[src/hdl/usfd_map.svh]
// register offsets, field positions, reset values and timing counts
`ifndef USFD_MAP_SVH
`define USFD_MAP_SVH
`define USFD_ADDR_W 8
`define USFD_OFF_RX_DATA 8'h00
`define USFD_OFF_TXDATA 8'h04
`define USFD_OFF_STATUS 8'h08
`define USFD_OFF_CTRL_SECOND 8'h0C
`define USFD_OFF_BAUD 8'h10
`define USFD_OFF_INTSTAT 8'h14
`define USFD_OFF_INTMASK 8'h18
// control_reg_second bit positions
`define USFD_CB_DETECT_EN 0
`define USFD_CB_RXEN 1
`define USFD_CB_TXEN 2
`define USFD_CB_ODME 3
`define USFD_CB_TXDIR 4
// status bit positions
`define USFD_ST_RXC 0
`define USFD_ST_RXS 1
`define USFD_ST_TXBUSY 2
`define USFD_ST_ARMED 3
// interrupt status bit positions
`define USFD_IRQ_RXC 0
`define USFD_IRQ_RXS 1
`define USFD_IRQ_TXDONE 2
`define USFD_IRQ_FERR 3
// reset values
`define USFD_CTRL_SECOND_RST 5'h00
`define USFD_BAUD_RST 16'h0036
`define USFD_MASK_RST 4'h0
// oversampling: last sample index of a bit and the mid-bit sample of the start bit
`define USFD_OVS_LAST 4'hF
`define USFD_OVS_MID 4'h7
`define USFD_FRAME_BITS 4'hA
`endif

[src/hdl/usfd_pkg.sv]
// types shared by the serial receiver start-of-frame block
package usfd_pkg;
    typedef enum logic [1:0] {
        USFD_RX_IDLE = 2'b00,
        USFD_RX_START = 2'b01,
        USFD_RX_DATA = 2'b10,
        USFD_RX_STOP = 2'b11
    } usfd_rx_state_t;

    typedef struct packed {
        logic [7:0] addr;
        logic [31:0] wdata;
        logic wr;
        logic rd;
    } usfd_bus_req_t;

    typedef struct packed {
        logic txd_dir_out;
        logic open_drain;
        logic tx_en;
        logic rx_en;
        logic sfd_en;
    } usfd_ctrl_t;

    typedef struct packed {
        usfd_rx_state_t rx_state;
        logic [3:0] rx_ticks;
        logic [2:0] rx_bitn;
        logic [7:0] rx_shift;
        logic [7:0] rx_data;
        logic rx_complete_flag;
        logic rx_start_flag;
        logic sfd_armed;
        logic rx_prev;
        usfd_ctrl_t ctrl;
        logic [15:0] baud;
        logic [3:0] int_stat;
        logic [3:0] int_mask;
        logic [31:0] rdata;
        logic tx_busy;
        logic [3:0] tx_ticks;
        logic [3:0] tx_bitn;
        logic [9:0] tx_shift;
        logic tx_bit;
    } usfd_state_t;
endpackage

[src/hdl/usfd_sync.sv]
// three-stage pin synchroniser with agreement filter on the last two stages
`timescale 1ns/1ps
module usfd_sync (
    input wire logic mclk,
    input wire logic reset,
    input wire logic pin_in,
    output logic level
);
    logic s1_reg;
    logic s2_reg;
    logic s3_reg;

    // idle serial line is high, so every stage resets to one
    always_ff @(posedge mclk or posedge reset) begin
        if (reset) begin
            s1_reg <= 1'b1;
            s2_reg <= 1'b1;
            s3_reg <= 1'b1;
            level <= 1'b1;
        end else begin
            s1_reg <= pin_in;
            s2_reg <= s1_reg;
            s3_reg <= s2_reg;
            // a change counts only once two later stages agree
            if (s2_reg == s3_reg) begin
                level <= s3_reg;
            end
        end
    end
endmodule // usfd_sync

[src/hdl/usfd_baud.sv]
// oversampling tick generator, one pulse every divisor+1 clocks
`timescale 1ns/1ps
module usfd_baud #(
    parameter int W = 16
) (
    input wire logic mclk,
    input wire logic reset,
    input wire logic [W-1:0] divisor,
    output logic tick
);
    logic [W-1:0] cnt_reg;

    // restart on reaching the divisor; divisor 0 ticks every clock
    always_ff @(posedge mclk or posedge reset) begin
        if (reset) begin
            cnt_reg <= '0;
            tick <= 1'b0;
        end else if (cnt_reg >= divisor) begin
            cnt_reg <= '0;
            tick <= 1'b1;
        end else begin
            cnt_reg <= cnt_reg + W'(1);
            tick <= 1'b0;
        end
    end
endmodule // usfd_baud

[src/hdl/usfd_top.sv]
// serial transceiver with start-of-frame detector and open-drain txd pin
// What this block does
// - with txd set as output the pin is driven high even in open-drain
// - in active mode the detector can arm while rx complete flag is 0
// - reading rx data mid-frame clears complete flag and, in active mode with detect enable 1, arms the detector
// - an armed detector takes the next falling edge as start bit
// - a detected start restarts reception, corrupting the current frame
// - in active mode rx start flag always reads 0, no interrupt
// - writing detect enable 0 turns detection off
// - re-enabling detection mid-frame corrupts data; remote must be quiet
//
// Design decisions made here: the strobed register port and the register offsets.
`timescale 1ns/1ps
`include "usfd_map.svh"
module usfd_top (
    input wire logic mclk,
    input wire logic reset,
    input wire usfd_pkg::usfd_bus_req_t bus,
    output logic [31:0] rdata,
    input wire logic standby,
    input wire logic rxd_in,
    output logic txd_o,
    output logic txd_oe_n,
    output logic irq
);
    import usfd_pkg::*;

    usfd_state_t st_reg;
    usfd_state_t st_next;
    logic rxd;
    logic tick;
    logic fall;

    // address match used by every register access
    function automatic logic hit(input logic [7:0] a, input logic [7:0] off);
        hit = (a == off);
    endfunction

    usfd_sync u_sync (
        .mclk(mclk),
        .reset(reset),
        .pin_in(rxd_in),
        .level(rxd)
    );

    usfd_baud #(.W(16)) u_baud (
        .mclk(mclk),
        .reset(reset),
        .divisor(st_reg.baud),
        .tick(tick)
    );

    assign fall = st_reg.rx_prev & ~rxd;
    assign rdata = st_reg.rdata;
    assign irq = |(st_reg.int_stat & st_reg.int_mask);

    // txd drive: direction-out drives both levels regardless of open-drain
    always_comb begin
        if (st_reg.ctrl.txd_dir_out) begin
            txd_o = st_reg.tx_bit;
            txd_oe_n = 1'b0;
        end else if (st_reg.ctrl.open_drain && st_reg.ctrl.tx_en) begin
            txd_o = 1'b0;
            txd_oe_n = st_reg.tx_bit;
        end else begin
            txd_o = 1'b1;
            txd_oe_n = 1'b1;
        end
    end

    // whole next state: bus, receiver, detector, transmitter, interrupts
    always_comb begin
        logic rd_rx;
        logic rx_busy;
        logic [3:0] ev;
        logic sfd_wr;
        logic [4:0] cb;
        rd_rx = bus.rd && hit(bus.addr, `USFD_OFF_RX_DATA);
        rx_busy = (st_reg.rx_state != USFD_RX_IDLE);
        ev = 4'h0;
        cb = bus.wdata[4:0];
        sfd_wr = bus.wr && hit(bus.addr, `USFD_OFF_CTRL_SECOND);
        st_next = st_reg;
        st_next.rx_prev = rxd;

        // register writes
        if (bus.wr) begin
            if (sfd_wr) begin
                st_next.ctrl = usfd_ctrl_t'(cb);
            end
            if (hit(bus.addr, `USFD_OFF_BAUD)) begin
                st_next.baud = bus.wdata[15:0];
            end
            if (hit(bus.addr, `USFD_OFF_INTMASK)) begin
                st_next.int_mask = bus.wdata[3:0];
            end
            if (hit(bus.addr, `USFD_OFF_TXDATA) && !st_reg.tx_busy
                    && st_reg.ctrl.tx_en) begin
                // stop bit, data lsb first, start bit
                st_next.tx_shift = {1'b1, bus.wdata[7:0], 1'b0};
                st_next.tx_busy = 1'b1;
                st_next.tx_ticks = 4'h0;
                st_next.tx_bitn = 4'h0;
            end
        end

        // a read of rx data hands the byte over and drops the complete flag
        if (rd_rx) begin
            st_next.rx_complete_flag = 1'b0;
            // the flaw: clearing mid-frame in active mode with detection enabled arms the detector
            if (rx_busy && st_reg.ctrl.sfd_en && !standby) begin
                st_next.sfd_armed = 1'b1;
            end
        end
        // enabling detection while a frame is arriving arms it as well
        if (sfd_wr && cb[`USFD_CB_DETECT_EN] && !st_reg.ctrl.sfd_en
                && rx_busy) begin
            st_next.sfd_armed = 1'b1;
        end
        if (sfd_wr && !cb[`USFD_CB_DETECT_EN]) begin
            st_next.sfd_armed = 1'b0;
        end

        // receiver, 16 samples per bit
        case (st_reg.rx_state)
            USFD_RX_IDLE: begin
                if (fall && st_reg.ctrl.rx_en) begin
                    st_next.rx_state = USFD_RX_START;
                    st_next.rx_ticks = 4'h0;
                    // genuine detection only counts in standby
                    if (standby && st_reg.ctrl.sfd_en) begin
                        ev[`USFD_IRQ_RXS] = 1'b1;
                    end
                end
            end
            USFD_RX_START: begin
                if (tick) begin
                    st_next.rx_ticks = 4'(st_reg.rx_ticks + 4'h1);
                    if (st_reg.rx_ticks == `USFD_OVS_MID) begin
                        st_next.rx_ticks = 4'h0;
                        st_next.rx_bitn = 3'h0;
                        // a high mid-bit was a glitch, not a start
                        st_next.rx_state = rxd ? USFD_RX_IDLE : USFD_RX_DATA;
                    end
                end
            end
            USFD_RX_DATA: begin
                if (tick) begin
                    st_next.rx_ticks = 4'(st_reg.rx_ticks + 4'h1);
                    if (st_reg.rx_ticks == `USFD_OVS_LAST) begin
                        st_next.rx_shift = {rxd, st_reg.rx_shift[7:1]};
                        st_next.rx_bitn = 3'(st_reg.rx_bitn + 3'h1);
                        if (st_reg.rx_bitn == 3'h7) begin
                            st_next.rx_state = USFD_RX_STOP;
                        end
                    end
                end
            end
            USFD_RX_STOP: begin
                if (tick) begin
                    st_next.rx_ticks = 4'(st_reg.rx_ticks + 4'h1);
                    if (st_reg.rx_ticks == `USFD_OVS_LAST) begin
                        st_next.rx_state = USFD_RX_IDLE;
                        if (rxd) begin
                            st_next.rx_data = st_reg.rx_shift;
                            ev[`USFD_IRQ_RXC] = 1'b1;
                        end else begin
                            ev[`USFD_IRQ_FERR] = 1'b1;
                        end
                    end
                end
            end
            default: begin
                st_next.rx_state = USFD_RX_IDLE;
            end
        endcase

        // armed detector restarts the frame on any falling edge while the receiver is busy
        if (st_reg.sfd_armed && fall && rx_busy) begin
            st_next.rx_state = USFD_RX_START;
            st_next.rx_ticks = 4'h0;
            st_next.sfd_armed = 1'b0;
        end

        // complete flag: new frame wins over a read in the same cycle
        if (ev[`USFD_IRQ_RXC]) begin
            st_next.rx_complete_flag = 1'b1;
        end
        // start flag lives only in standby; in active it reads zero
        if (ev[`USFD_IRQ_RXS]) begin
            st_next.rx_start_flag = 1'b1;
        end else if (!standby) begin
            st_next.rx_start_flag = 1'b0;
        end else if (bus.wr && hit(bus.addr, `USFD_OFF_STATUS)
                && bus.wdata[`USFD_ST_RXS]) begin
            st_next.rx_start_flag = 1'b0;
        end

        // transmitter, one bit every 16 ticks
        if (st_reg.tx_busy && tick) begin
            st_next.tx_ticks = 4'(st_reg.tx_ticks + 4'h1);
            if (st_reg.tx_ticks == `USFD_OVS_LAST) begin
                st_next.tx_shift = {1'b1, st_reg.tx_shift[9:1]};
                st_next.tx_bitn = 4'(st_reg.tx_bitn + 4'h1);
                if (st_reg.tx_bitn == 4'(`USFD_FRAME_BITS - 4'h1)) begin
                    st_next.tx_busy = 1'b0;
                    ev[`USFD_IRQ_TXDONE] = 1'b1;
                end
            end
        end
        st_next.tx_bit = st_next.tx_busy ? st_next.tx_shift[0] : 1'b1;

        // read data, one cycle after the strobe; unmapped reads give zero
        st_next.rdata = 32'h0000_0000;
        if (bus.rd) begin
            if (rd_rx) begin
                st_next.rdata = {24'h00_0000, st_reg.rx_data};
            end else if (hit(bus.addr, `USFD_OFF_STATUS)) begin
                st_next.rdata[`USFD_ST_RXC] = st_reg.rx_complete_flag;
                st_next.rdata[`USFD_ST_RXS] = st_reg.rx_start_flag & standby;
                st_next.rdata[`USFD_ST_TXBUSY] = st_reg.tx_busy;
                st_next.rdata[`USFD_ST_ARMED] = st_reg.sfd_armed;
            end else if (hit(bus.addr, `USFD_OFF_CTRL_SECOND)) begin
                st_next.rdata = {27'h000_0000, st_reg.ctrl};
            end else if (hit(bus.addr, `USFD_OFF_BAUD)) begin
                st_next.rdata = {16'h0000, st_reg.baud};
            end else if (hit(bus.addr, `USFD_OFF_INTSTAT)) begin
                st_next.rdata = {28'h000_0000, st_reg.int_stat};
            end else if (hit(bus.addr, `USFD_OFF_INTMASK)) begin
                st_next.rdata = {28'h000_0000, st_reg.int_mask};
            end
        end

        // sticky interrupt bits: read clears, an event in that cycle wins
        if (bus.rd && hit(bus.addr, `USFD_OFF_INTSTAT)) begin
            st_next.int_stat = ev;
        end else begin
            st_next.int_stat = st_reg.int_stat | ev;
        end
    end

    // single state register
    always_ff @(posedge mclk or posedge reset) begin
        if (reset) begin
            st_reg <= '0;
            st_reg.rx_state <= USFD_RX_IDLE;
            st_reg.rx_prev <= 1'b1;
            st_reg.tx_bit <= 1'b1;
            st_reg.tx_shift <= 10'h3FF;
            st_reg.ctrl <= usfd_ctrl_t'(`USFD_CTRL_SECOND_RST);
            st_reg.baud <= `USFD_BAUD_RST;
            st_reg.int_mask <= `USFD_MASK_RST;
        end else begin
            st_reg <= st_next;
        end
    end

    // checks on the documented behaviour
    property p_txd_drive_high;
        @(posedge mclk) disable iff (reset)
        (st_reg.ctrl.txd_dir_out && st_reg.tx_bit) |-> (!txd_oe_n && txd_o);
    endproperty
    a_txd_drive_high: assert property (p_txd_drive_high)
        else $error("txd not driven high with direction out");

    property p_arm_only_flag_low;
        @(posedge mclk) disable iff (reset)
        $rose(st_reg.sfd_armed) |-> (!st_reg.rx_complete_flag && !standby);
    endproperty
    a_arm_only_flag_low: assert property (p_arm_only_flag_low)
        else $error("detector armed with complete flag set or in standby");

    property p_read_arms;
        @(posedge mclk) disable iff (reset)
        (bus.rd && bus.addr == `USFD_OFF_RX_DATA && !bus.wr && !standby
            && st_reg.ctrl.sfd_en && st_reg.rx_state == USFD_RX_DATA
            && !(st_reg.sfd_armed && fall))
        |=> (st_reg.sfd_armed && !st_reg.rx_complete_flag);
    endproperty
    a_read_arms: assert property (p_read_arms)
        else $error("mid-frame data read did not arm detector");

    property p_false_start;
        @(posedge mclk) disable iff (reset)
        (st_reg.sfd_armed && fall && st_reg.rx_state != USFD_RX_IDLE)
        |=> (st_reg.rx_state == USFD_RX_START && st_reg.rx_ticks == 4'h0
            && !st_reg.sfd_armed);
    endproperty
    a_false_start: assert property (p_false_start)
        else $error("armed detector did not restart on falling edge");

    property p_restart_no_data;
        @(posedge mclk) disable iff (reset)
        (st_reg.sfd_armed && fall && st_reg.rx_state == USFD_RX_STOP)
        |=> !$rose(st_reg.rx_complete_flag) ##1 st_reg.rx_state != USFD_RX_IDLE;
    endproperty
    a_restart_no_data: assert property (p_restart_no_data)
        else $error("frame in progress completed despite restart");

    property p_start_flag_active;
        @(posedge mclk) disable iff (reset)
        !standby |=> (!standby |-> !st_reg.rx_start_flag);
    endproperty
    a_start_flag_active: assert property (p_start_flag_active)
        else $error("start flag set in active mode");

    property p_sfd_off;
        @(posedge mclk) disable iff (reset)
        (bus.wr && bus.addr == `USFD_OFF_CTRL_SECOND
            && !bus.wdata[`USFD_CB_DETECT_EN])
        |=> (!st_reg.sfd_armed && !st_reg.ctrl.sfd_en);
    endproperty
    a_sfd_off: assert property (p_sfd_off)
        else $error("detect enable write 0 left detector armed");

    property p_reenable_mid_frame;
        @(posedge mclk) disable iff (reset)
        (bus.wr && bus.addr == `USFD_OFF_CTRL_SECOND
            && bus.wdata[`USFD_CB_DETECT_EN]
            && !st_reg.ctrl.sfd_en && st_reg.rx_state != USFD_RX_IDLE
            && !(st_reg.sfd_armed && fall))
        |=> st_reg.sfd_armed;
    endproperty
    a_reenable_mid_frame: assert property (p_reenable_mid_frame)
        else $error("mid-frame re-enable did not arm detector");

    property p_complete_sets;
        @(posedge mclk) disable iff (reset)
        (st_reg.rx_state == USFD_RX_STOP && tick && rxd
            && st_reg.rx_ticks == `USFD_OVS_LAST
            && !(st_reg.sfd_armed && fall))
        |=> (st_reg.rx_complete_flag && st_reg.rx_data == $past(st_reg.rx_shift));
    endproperty
    a_complete_sets: assert property (p_complete_sets)
        else $error("complete flag not set after good stop bit");
endmodule // usfd_top

[config.mk]
export PLATFORM = sky130hd
export DESIGN_NAME = usfd_top
export DESIGN_NICKNAME = d
export VERILOG_FILES = /design/src/hdl/usfd_pkg.sv /design/src/hdl/usfd_sync.sv /design/src/hdl/usfd_baud.sv /design/src/hdl/usfd_top.sv
export VERILOG_INCLUDE_DIRS = /design/src /design/src/hdl
export SDC_FILE = /design/constraint.sdc
export NUM_CORES = 1
export LEC_CHECK = 0
export ABC_AREA = 1
export CAP_MARGIN = 30
export CORE_MARGIN = 5
export CORE_UTILIZATION = 40
export CTS_CLUSTER_DIAMETER = 120
export DETAILED_ROUTE_END_ITERATION = 10
export DONT_BUFFER_PORTS = 1
export PLACE_DENSITY = 0.6
export SYNTH_ARGS = -nofsm -noshare
export SYNTH_HDL_FRONTEND = slang
export SYNTH_SLANG_ARGS = --single-unit
[constraint.sdc]
create_clock -name mclk -period 5.7 [get_ports mclk]
set_input_delay 0 -clock mclk [delete_from_list [all_inputs] [get_ports mclk]]
set_output_delay 0 -clock mclk [all_outputs]
set_load 0.02 [all_outputs]
==> impl_metrics.toml, run 1 <==
[synth]
syn_avg_cell_area_sq_um = 8.342
yosysSeqAreaShare_pct = 49.29
synthTopCellsByArea = "dfrtp_1 40%, nand2_1 11%, dfstp_2 8.9%"
ys_types = 39
async_flop_share_pct = 100.0
synthFlopType = "dfrtp_1"
ys_ff_latch = 115
synthCells = 706
yosysWarnings = 0
yosysTopAreaCellShare_pct = 40.37
netlist_area_sq_um = 5889
synth-edff-count = 0
yosys.area.top_type = "dfrtp_1"

[worst_setup_path]
rrSetupSlack_ns = 3.80
cp_cell_sequence = "dlygate4sd3_1, inv_1, nand2_1, nor2_1, nand4_1, dlygate4sd3_1, nand2_1, dlygate4sd3_1, nand2_1, dlygate4sd3_1"
crit_type = "in -> reg"
critPathLaunchType = "input port"
rr_worst_depth = 9
cpMostUsedCell = "dlygate4sd3_1"
worstPathMaxFanout = 6
required_ns = 5.99
rr_startpoint = "st_reg[65]"
worstSetupEndpointType = "flip-flop"
arrival_ns = 3.09
max_stage_delay_ns = 0.60
slowest_stage = "dlygate4sd3_1"
worstReg2RegEnd = "u_baud.cnt_reg[2]"

[global_route]
grt_start_max_net_pins = 63
antenna_found_initial = 0
grt_pass1_wl_mm = 21.78
grt_pass1_vias = 4399
gr-usage-all-layers_pct = 15.65
grt_overflow_total = 0

[placed_design]
routabilityCongestion = 0.8454
port_buffers = 0
dpl.hpwl_mm = 9.505
post-place-ws_ns = 3.835

[final_layout]
final_cell_mix = "167 x nand2_1, 95 x dfrtp_1, 91 x inv_1"
num-fill-cells = 1412
largest_reg_flops = 78
ff_latch_area_sq_um = 2903
layout-drive-gt1-share_pct = 9.730
n_antenna_cell = 0
area_growth_pct = 14.68
layout_commonest_cell = "nand2_1"
nNetsFinal = 797
multi_input_area_sq_um = 2369

[sta]
hold_violations = 0
finalSetupViolations = 0
setup_slack_ns = 2.898
worst_slew_pin_slew_ns = 0.8323
setup_tns_ns = 0
slew_headroom_pct = 43.92
rsz0062_at_grt = "no"
fmax_mhz = 356.9
finalClockSkew_ns = 0.009331
fin_crit_sh_pct = 49.16
slew_viol_final = 0
fin_crit_ns = 2.802

[floorplan]
dieWidth_um = 131.3
die_height_um = 131.3
ios = 81
core-area_sq_um = 14480
fp.dieArea_sq_um = 17250
num_rows = 44
start_util_pct = 40.68

[clocking]
root_buffer = "clkbuf_16"
post_cts_resized = 0
path_clk_slew_ns = 0.05
h-tree-depth = 4
cts_setup_buffers = 0
cts_buffers = 17
clock_latency_ns = 0.41
clock-sinks = 115
clockBufferDepth = 2
cts_tree = "yes"

[worst_hold_path]
whs_path_depth = 5
min_path_type = "in -> reg"
whs_endpoint = "st_reg[77]"
min-delay-start = "bus[39]"

[routing]
drtIter0Drc = 361
ant_nets = 0
vias = 4494
drc = 0
first_pass_iters = 5
avgRoutedWirePerCell_um = 14.20
drt_wl_total_mm = 13.12
routed_via_density = 4.864

[power_and_ir_drop]
vdd_drop_max_uv = 199.5
switchingPower_mw = 0.4623
pwr-share-comb_pct = 6.5
pwr-share-seq_pct = 42.7
power_density_nw_per_um2 = 297.8
pwr-share-clk_pct = 50.8
p_leak_nw = 3.380
p_sw_share_pct = 22.98
intPower_mw = 1.549

[run]
cap_violations = 0

[outcome]
status = "finished, final reports clean"
worst max path at each step:
stage	slack (ns)	start	cells past startpoint	to
6_report	2.90	bus[36]	10	st_reg[83]
4_1_cts	3.02	bus[36]	10	st_reg[83]
5_1_grt	2.75	bus[36]	10	st_reg[83]
3_5_place_dp	3.83	st_reg[65]	9	u_baud.cnt_reg[2]
3_3_place_gp	3.88	st_reg[62]	11	u_baud.cnt_reg[7]
2_1_floorplan	2.69	reset	1	rdata[0]
timing repair:
action / in CTS / in global routing
hold buffers: 30 / 0
endpoints found under the hold margin: 101 / 0
setup endpoints to repair: 0 / 0
power groups by stage:
stage	registers, mW	logic, mW	clock network, mW
2_1_floorplan	0.864	0.0979	0
3_3_place_gp	0.869	0.109	0
3_5_place_dp	0.870	0.114	0
4_1_cts	0.857	0.131	1.05
5_1_grt	0.860	0.148	1.09
6_report	0.858	0.131	1.02
routing by layer:
| layer | wire length [um] | vias up | GRT usage (%) | part of all wire (%) |
|---|---|---|---|---|
| li1 | - | 2258 | - | - |
| met1 | 5968 | 2102 | 20.23 | 45 |
| met2 | 6089 | 113 | 24.38 | 46 |
| met3 | 766 | 21 | 4.931 | 5.8 |
| met4 | 296 | 0 | 6.571 | 2.3 |
| met5 | 0 | - | 0 | 0 |
cell usage after synthesis (all sizes together) (3+ instances only):
master	count
nand4	9
nand2	171
buf	42
nand3	37
ha	23
dfstp	20
xor2	11
o21ai	56
or2	3
dfrtp	95
nor3	18
inv	97
nor2	72
a21oi	25
o211ai	13
stage by stage:
step	cell area [sq um]	cells	util [%]	hold slack, ns	power [mW]
after global routing	6754	924	46.65	0.07790	2.096
after global placement	5876	863	40.58	0.005288	0.9788
after CTS	6754	924	46.65	0.01349	2.041
after detailed placement	5876	863	40.58	0.005237	0.9845
after floorplan	5946	721	-	0.004478	0.9623
final	6754	924	46.65	0.03924	2.012
kinds of logic after synthesis:
group / Yosys count / synth area share (%)
compound gates: 101 / 9.454
xor+xnor: 13 / 1.933
other cells: 1 / 0.06367
simple gates: 312 / 22.75
fa+ha+maj: 24 / 5.056
flops: 115 / 49.29
buf+inv: 140 / 11.45
area by class of cell:
cell class,instances,share of cell area (%)
clock buffer,21,6.966
tap,184,3.409
sequential,115,42.98
timing repair buffer,31,4.557
clock inverter,10,1.593
multi-input combinational,466,35.07
inverter,97,5.428
worst max-delay path, delay by kind of cell:
family / cells / cell delay, ns
buffers and inverters: 5 / 2.41
AND/OR/NAND/NOR: 5 / 0.67
(Power assumes the default switching activity.)
==> inputs of run 2 (changes only) <==
--- a/config.mk
+++ b/config.mk
@@ -6,7 +6,7 @@
 export SDC_FILE = /design/constraint.sdc
 export NUM_CORES = 1
 export LEC_CHECK = 0
-export ABC_AREA = 1
+export ABC_AREA = 0
 export CAP_MARGIN = 30
 export CORE_MARGIN = 5
 export CORE_UTILIZATION = 40
==> constraint.sdc (replaced) <==
create_clock -name mclk -period 2.6 [get_ports mclk]
set_input_delay 0 -clock mclk [delete_from_list [all_inputs] [get_ports mclk]]
set_output_delay 0 -clock mclk [all_outputs]
set_load 0.02 [all_outputs]
==> run 2 against run 1 <==
Compared with the run above: non-clock buffer count up 8; first-iteration DRC count down 29%; routed wire length down 3.4%; sequential share of layout area down 0.46 points; design area up 1.1%; synthesized cell count down 23%; die area down 0.18%; critical path type is now reg -> reg.
==> impl_metrics.toml, run 2 <==
[clocking]
clock-sinks = 115
cts_buffers = 17
cts_tree = "yes"
post_cts_resized = 0
cts_setup_buffers = 0
clockBufferDepth = 2
clock_latency_ns = 0.42
path_clk_slew_ns = 0.05
cts_hold_buf = 30
h-tree-depth = 4
root_buffer = "clkbuf_16"

[global_route]
grt_pass1_vias = 4209
grt_start_max_net_pins = 41
gr-usage-all-layers_pct = 15.40
grt_pass1_wl_mm = 21.45
antenna_found_initial = 0
grt_overflow_total = 0

[sta]
whs_ns = 0.01783
slew_viol_final = 0
setup_tns_ns = 0
finalClockSkew_ns = 0.01370
rsz0062_at_grt = "no"
slew_headroom_pct = 40.70
fin_crit_sh_pct = 87.77
hold_violations = 0
worst_slew_pin_slew_ns = 0.8876
fmax_mhz = 438.2
fin_crit_ns = 2.282
finalSetupViolations = 0

[worst_setup_path]
max_stage_delay_ns = 0.62
worstPathMaxFanout = 10
worstSetupEndpointType = "flip-flop"
arrival_ns = 2.58
timing.critical_path.buf_inv = 2
rrSetupSlack_ns = 0.32
path_depth = 8
crit_type = "reg -> reg"
cp_cell_sequence = "inv_1, ha_1, o21ai_0, a21oi_1, o41ai_1, a221oi_2, buf_4, nor3b_1"
rr_worst_depth = 8
startpoint = "st_reg[65]"
rr_startpoint = "st_reg[65]"
endpoint = "u_baud.cnt_reg[8]"
required_ns = 2.90
worstReg2RegEnd = "u_baud.cnt_reg[8]"
critPathLaunchType = "flip-flop"
slowest_stage = "a221oi_2"
crit_family = "compound AO/OA/AOI/OAI gates"

[final_layout]
ff_latch_area_sq_um = 2903
final_cell_mix = "95 x dfrtp_1, 58 x nand2_1, 34 x mux2_2"
fin_area_sq_um = 6828
layout-drive-gt1-share_pct = 20.34
nNetsFinal = 641
largest_reg_flops = 78
num-fill-cells = 1319
n_antenna_cell = 0
multi_input_area_sq_um = 2615
area_growth_pct = 16.16
layout_commonest_cell = "dfrtp_1"

[synth]
ys_ff_latch = 115
yosysWarnings = 0
synth_common_cells = "95 x dfrtp_1, 58 x nand2_1, 34 x buf_4, 34 x mux2_2, 29 x nor2_1"
synthTopCellsByArea = "dfrtp_1 40%, dfstp_2 8.9%, mux2_2 6.5%"
synthCells = 545
synthFlopType = "dfrtp_1"
yosys.area.top_type = "dfrtp_1"
synth-edff-count = 0
async_flop_share_pct = 100.0
netlist_area_sq_um = 5878
ys_types = 63
yosysMostFrequentCell = "dfrtp_1"
syn_avg_cell_area_sq_um = 10.79
yosysSeqAreaShare_pct = 49.38
yosysTopAreaCellShare_pct = 40.44

[placed_design]
routabilityCongestion = 0.8507
port_buffers = 0
dpl.hpwl_mm = 8.874
place_area_sq_um = 5926

[floorplan]
num_rows = 44
fp.dieArea_sq_um = 17220
core-area_sq_um = 14480
die_height_um = 131.2
start_util_pct = 40.60
ios = 81
dieWidth_um = 131.2

[worst_hold_path]
min_path_type = "in -> reg"
whs_path_depth = 3

[routing]
ant_nets = 0
first_pass_iters = 4
drtIter0Drc = 257
drt_wl_total_mm = 12.68
drc = 0
avgRoutedWirePerCell_um = 16.49
vias = 4083
routed_via_density = 5.309

[power_and_ir_drop]
p_leak_nw = 3.149
vdd_drop_max_uv = 539.7
power_density_nw_per_um2 = 726.4

[outcome]
status = "finished, final reports clean"

[run]
cap_violations = 0
[run 2: changes by cell type in the layout (fill, tap and decap cells not counted), sizes merged, moves of 15 or more]
cell	before	now
a22oi	0	17
inv	97	28
mux2	0	44
nand2	171	59
nand3	37	22
nor2	72	30
o21ai	56	20
[run 2: cell type report]
class | instances | area share [%]
Sequential cell | 115 | 42.51
Multi-Input combinational cell | 372 | 38.30
Clock buffer | 18 | 6.432
Timing Repair Buffer | 39 | 5.571
Tap cell | 184 | 3.372
Clock inverter | 14 | 2.272
Inverter | 27 | 1.539
[run 2: stage by stage]
step	worst slack, ns	instances	utilization, %	total power [mW]
2_1_floorplan	0.6306	560	-	2.518
3_3_place_gp	0.1448	706	40.93	2.616
3_5_place_dp	0.1266	706	40.93	2.629
4_1_cts	0.1068	768	47.11	4.999
5_1_grt	0.1261	769	47.16	5.207
6_report	0.3180	769	47.16	4.960
[run 2: logic make-up (layout without fill, tap and decap cells)]
family                   after synthesis  after routing  share of synthesized area [%]
buffers and inverters                 73             98                          7.088
adder cells (fa/ha/maj)               24             24                          5.066
AND/OR/NAND/NOR                      181            181                          16.24
multiplexers                          45             45                          9.238
flip-flops                           115            115                          49.38
other                                  1             16                        0.06380
XOR/XNOR                              16             16                          2.384
AO/OA/AOI/OAI                         90             90                          10.54
[run 2: power by group]
part           switching [mW]  internal [mW]  total, mW
Sequential              0.138           1.90       2.04
Combinational           0.346          0.272      0.617
Clock                   0.859           1.44       2.30
Total                    1.34           3.62       4.96
[run 2: worst reg2reg max path, delay by kind of cell (launching register included)]
family          cells  cell delay (ns)
compound gates      4             0.95
fa+ha+maj           1             0.28
buf+inv             2             0.33
flops               1             0.54
simple gates        1             0.06
[run 2: how the worst min path moves through the flow]
stage	from	endpoint	slack, ns
after floorplan	rxd_in	u_sync.s1_reg	0.004
after global placement	rxd_in	u_sync.s1_reg	0.005
after detailed placement	rxd_in	u_sync.s1_reg	0.005
after CTS	bus[35]	rdata[1]	0.005
after global routing	bus[35]	rdata[1]	0.04
final	bus[35]	rdata[1]	0.02
[run 2: per-layer routing]
metal	up-vias	track usage [%]	share of wire, %
met5	-	0	0
met4	0	6.582	3.0
met3	33	4.511	5.4
met2	97	24.55	48
met1	2012	19.54	43
li1	1941	-	-
==> inputs of run 3 (changes only) <==
--- a/config.mk
+++ b/config.mk
@@ -8,7 +8,6 @@
 export LEC_CHECK = 0
 export ABC_AREA = 0
 export CAP_MARGIN = 30
-export CORE_MARGIN = 5
 export CORE_UTILIZATION = 40
 export CTS_CLUSTER_DIAMETER = 120
 export DETAILED_ROUTE_END_ITERATION = 10
==> run 3 against run 2 <==
Compared with the run above: critical path depth unchanged; design area increased by 0.16%; clock-buffer cell count increased by 1; clock power increased by 7%; power increased by 3.6%; critical path type unchanged; critical endpoint is now u_baud.cnt_reg[15]; global-route usage increased by 3.0 points; highest routed layer unchanged; flip-flop and latch count unchanged; worst hold slack got worse by 0.0091 ns; sequential power about the same; die area decreased by 12%; final cell count decreased by 0.78%; routed wire length decreased by 0.13%.
==> impl_metrics.toml, run 3 (synthesized netlist as in run 2, its figures left out) <==
[clocking]
post_cts_resized = 0
h-tree-depth = 4
path_clk_slew_ns = 0.06
clock-sinks = 115
cts_tree = "yes"
cts_setup_buffers = 0
cts_buffers = 17
root_buffer = "clkbuf_16"
clock_latency_ns = 0.42
clockBufferDepth = 2

[global_route]
antenna_found_initial = 0
gr-usage-all-layers_pct = 18.44
grt_start_max_net_pins = 65
grt_pass1_vias = 4096
grt_pass1_wl_mm = 20.91
grt_overflow_total = 0

[power_and_ir_drop]
vdd_drop_max_uv = 495.1
design_power_total_mw = 5.137
p_leak_nw = 3.158
power_density_nw_per_um2 = 751.2

[worst_setup_path]
worstPathMaxFanout = 15
crit_type = "reg -> reg"
required_ns = 2.92
critPathLaunchType = "flip-flop"
worstSetupEndpointType = "flip-flop"
arrival_ns = 2.60

[routing]
ant_nets = 0
drc = 0
first_pass_iters = 4
drt_wl_total_mm = 12.66
routed_via_density = 5.290
drtIter0Drc = 237
vias = 4036
avgRoutedWirePerCell_um = 16.59

[worst_hold_path]
min_path_type = "in -> reg"

[final_layout]
final_cell_mix = "95 x dfrtp_1, 58 x nand2_1, 34 x mux2_2"
num-fill-cells = 1306
largest_reg_flops = 78
fin_cells = 763
nNetsFinal = 639
area_growth_pct = 16.35
layout_commonest_cell = "dfrtp_1"
n_antenna_cell = 0
finish.utilization_pct = 48.52
layout-drive-gt1-share_pct = 19.90
fin_area_sq_um = 6839

[floorplan]
dieWidth_um = 123.2
num_rows = 43
ios = 81
core-area_sq_um = 14100
die_height_um = 123.2
fp.dieArea_sq_um = 15180
start_util_pct = 41.70

[placed_design]
placed_cells = 700
dpl.hpwl_mm = 8.765
port_buffers = 0
place_area_sq_um = 5906
routabilityCongestion = 0.8589

[sta]
finalClockSkew_ns = 0.008095
slew_headroom_pct = 61.34
fin_crit_ns = 2.281
fmax_mhz = 438.3
hold_violations = 0
rsz0062_at_grt = "no"
worst_slew_pin_slew_ns = 0.5751
setup_tns_ns = 0
fin_crit_sh_pct = 87.75
finalSetupViolations = 0
slew_viol_final = 0

[outcome]
status = "finished, final reports clean"

[run]
cap_violations = 0
## run 3: cell types whose count changed in the layout (fill, tap and decap cells not counted)
cell,before,now
clkinvlp_4,6,5
clkinv_4,4,1
clkbuf_1,0,1
buf_4,8,6
inv_6,2,1
bufinv_16,2,4
clkinv_2,1,3
## run 3: through the flow
step / hold WS [ns] / setup slack [ns]
after floorplan: 0.004478 / 0.6306
after global placement: -0.2086 / 0.1347
after detailed placement: -0.2023 / 0.02867
after CTS: 0.002993 / 0.02378
after global routing: 0.02245 / 0.1401
final: 0.008746 / 0.3186
## run 3: path summary, 6_finish.rpt
path	from	end	slack, ns	depth (start not counted)
max in group asynchronous	reset	st_reg[71]	1.78	3
setup / recovery	st_reg[61]	u_baud.cnt_reg[15]	0.32	8
hold reg to reg	u_sync.s1_reg	u_sync.s2_reg	0.36	0
hold / removal	bus[39]	rdata[0]	0.009	3
min in group asynchronous	reset	rdata[11]	0.19	3
setup reg to reg	st_reg[61]	u_baud.cnt_reg[15]	0.32	8
## run 3: layout make-up
cell class              count  area, sq um  area share [%]
clock buffers              19        442.9           6.476
flip-flops and latches    115         2903           42.44
clock inverters            13        182.7           2.671
repair buffers             37        365.4           5.342
inverters                  27        105.1           1.537
well taps                 180        225.2           3.293
multi-input cells         372         2615           38.24
## run 3: report_power, final
group	switching (mW)	internal, mW	total (mW)
clock network	0.848	1.63	2.47
registers	0.157	1.90	2.06
logic	0.340	0.262	0.603
## run 3: repair_timing
action                                  in CTS  in global routing
endpoints found under the setup margin       0                  0
hold endpoints to repair                   158                  0
hold buffers                                30                  0
## run 3: worst max-delay path: stages, from the launching register on
cell and delay (ns):
dfstp_2 0.54, inv_1 0.04, ha_1 0.28, o211ai_1 0.17, a21oi_1 0.06, o41ai_1 0.48
a221oi_2 0.16, buf_4 0.23, nor3b_1 0.22
## run 3: metal layers
metal | vias up | global-route usage, % | routed length [um]
li1 | 1934 | - | -
met3 | 16 | 5.720 | 513
met1 | 2003 | 22.19 | 5528
met2 | 83 | 31.04 | 6389
met4 | 0 | 6.551 | 230
met5 | - | 0 | 0
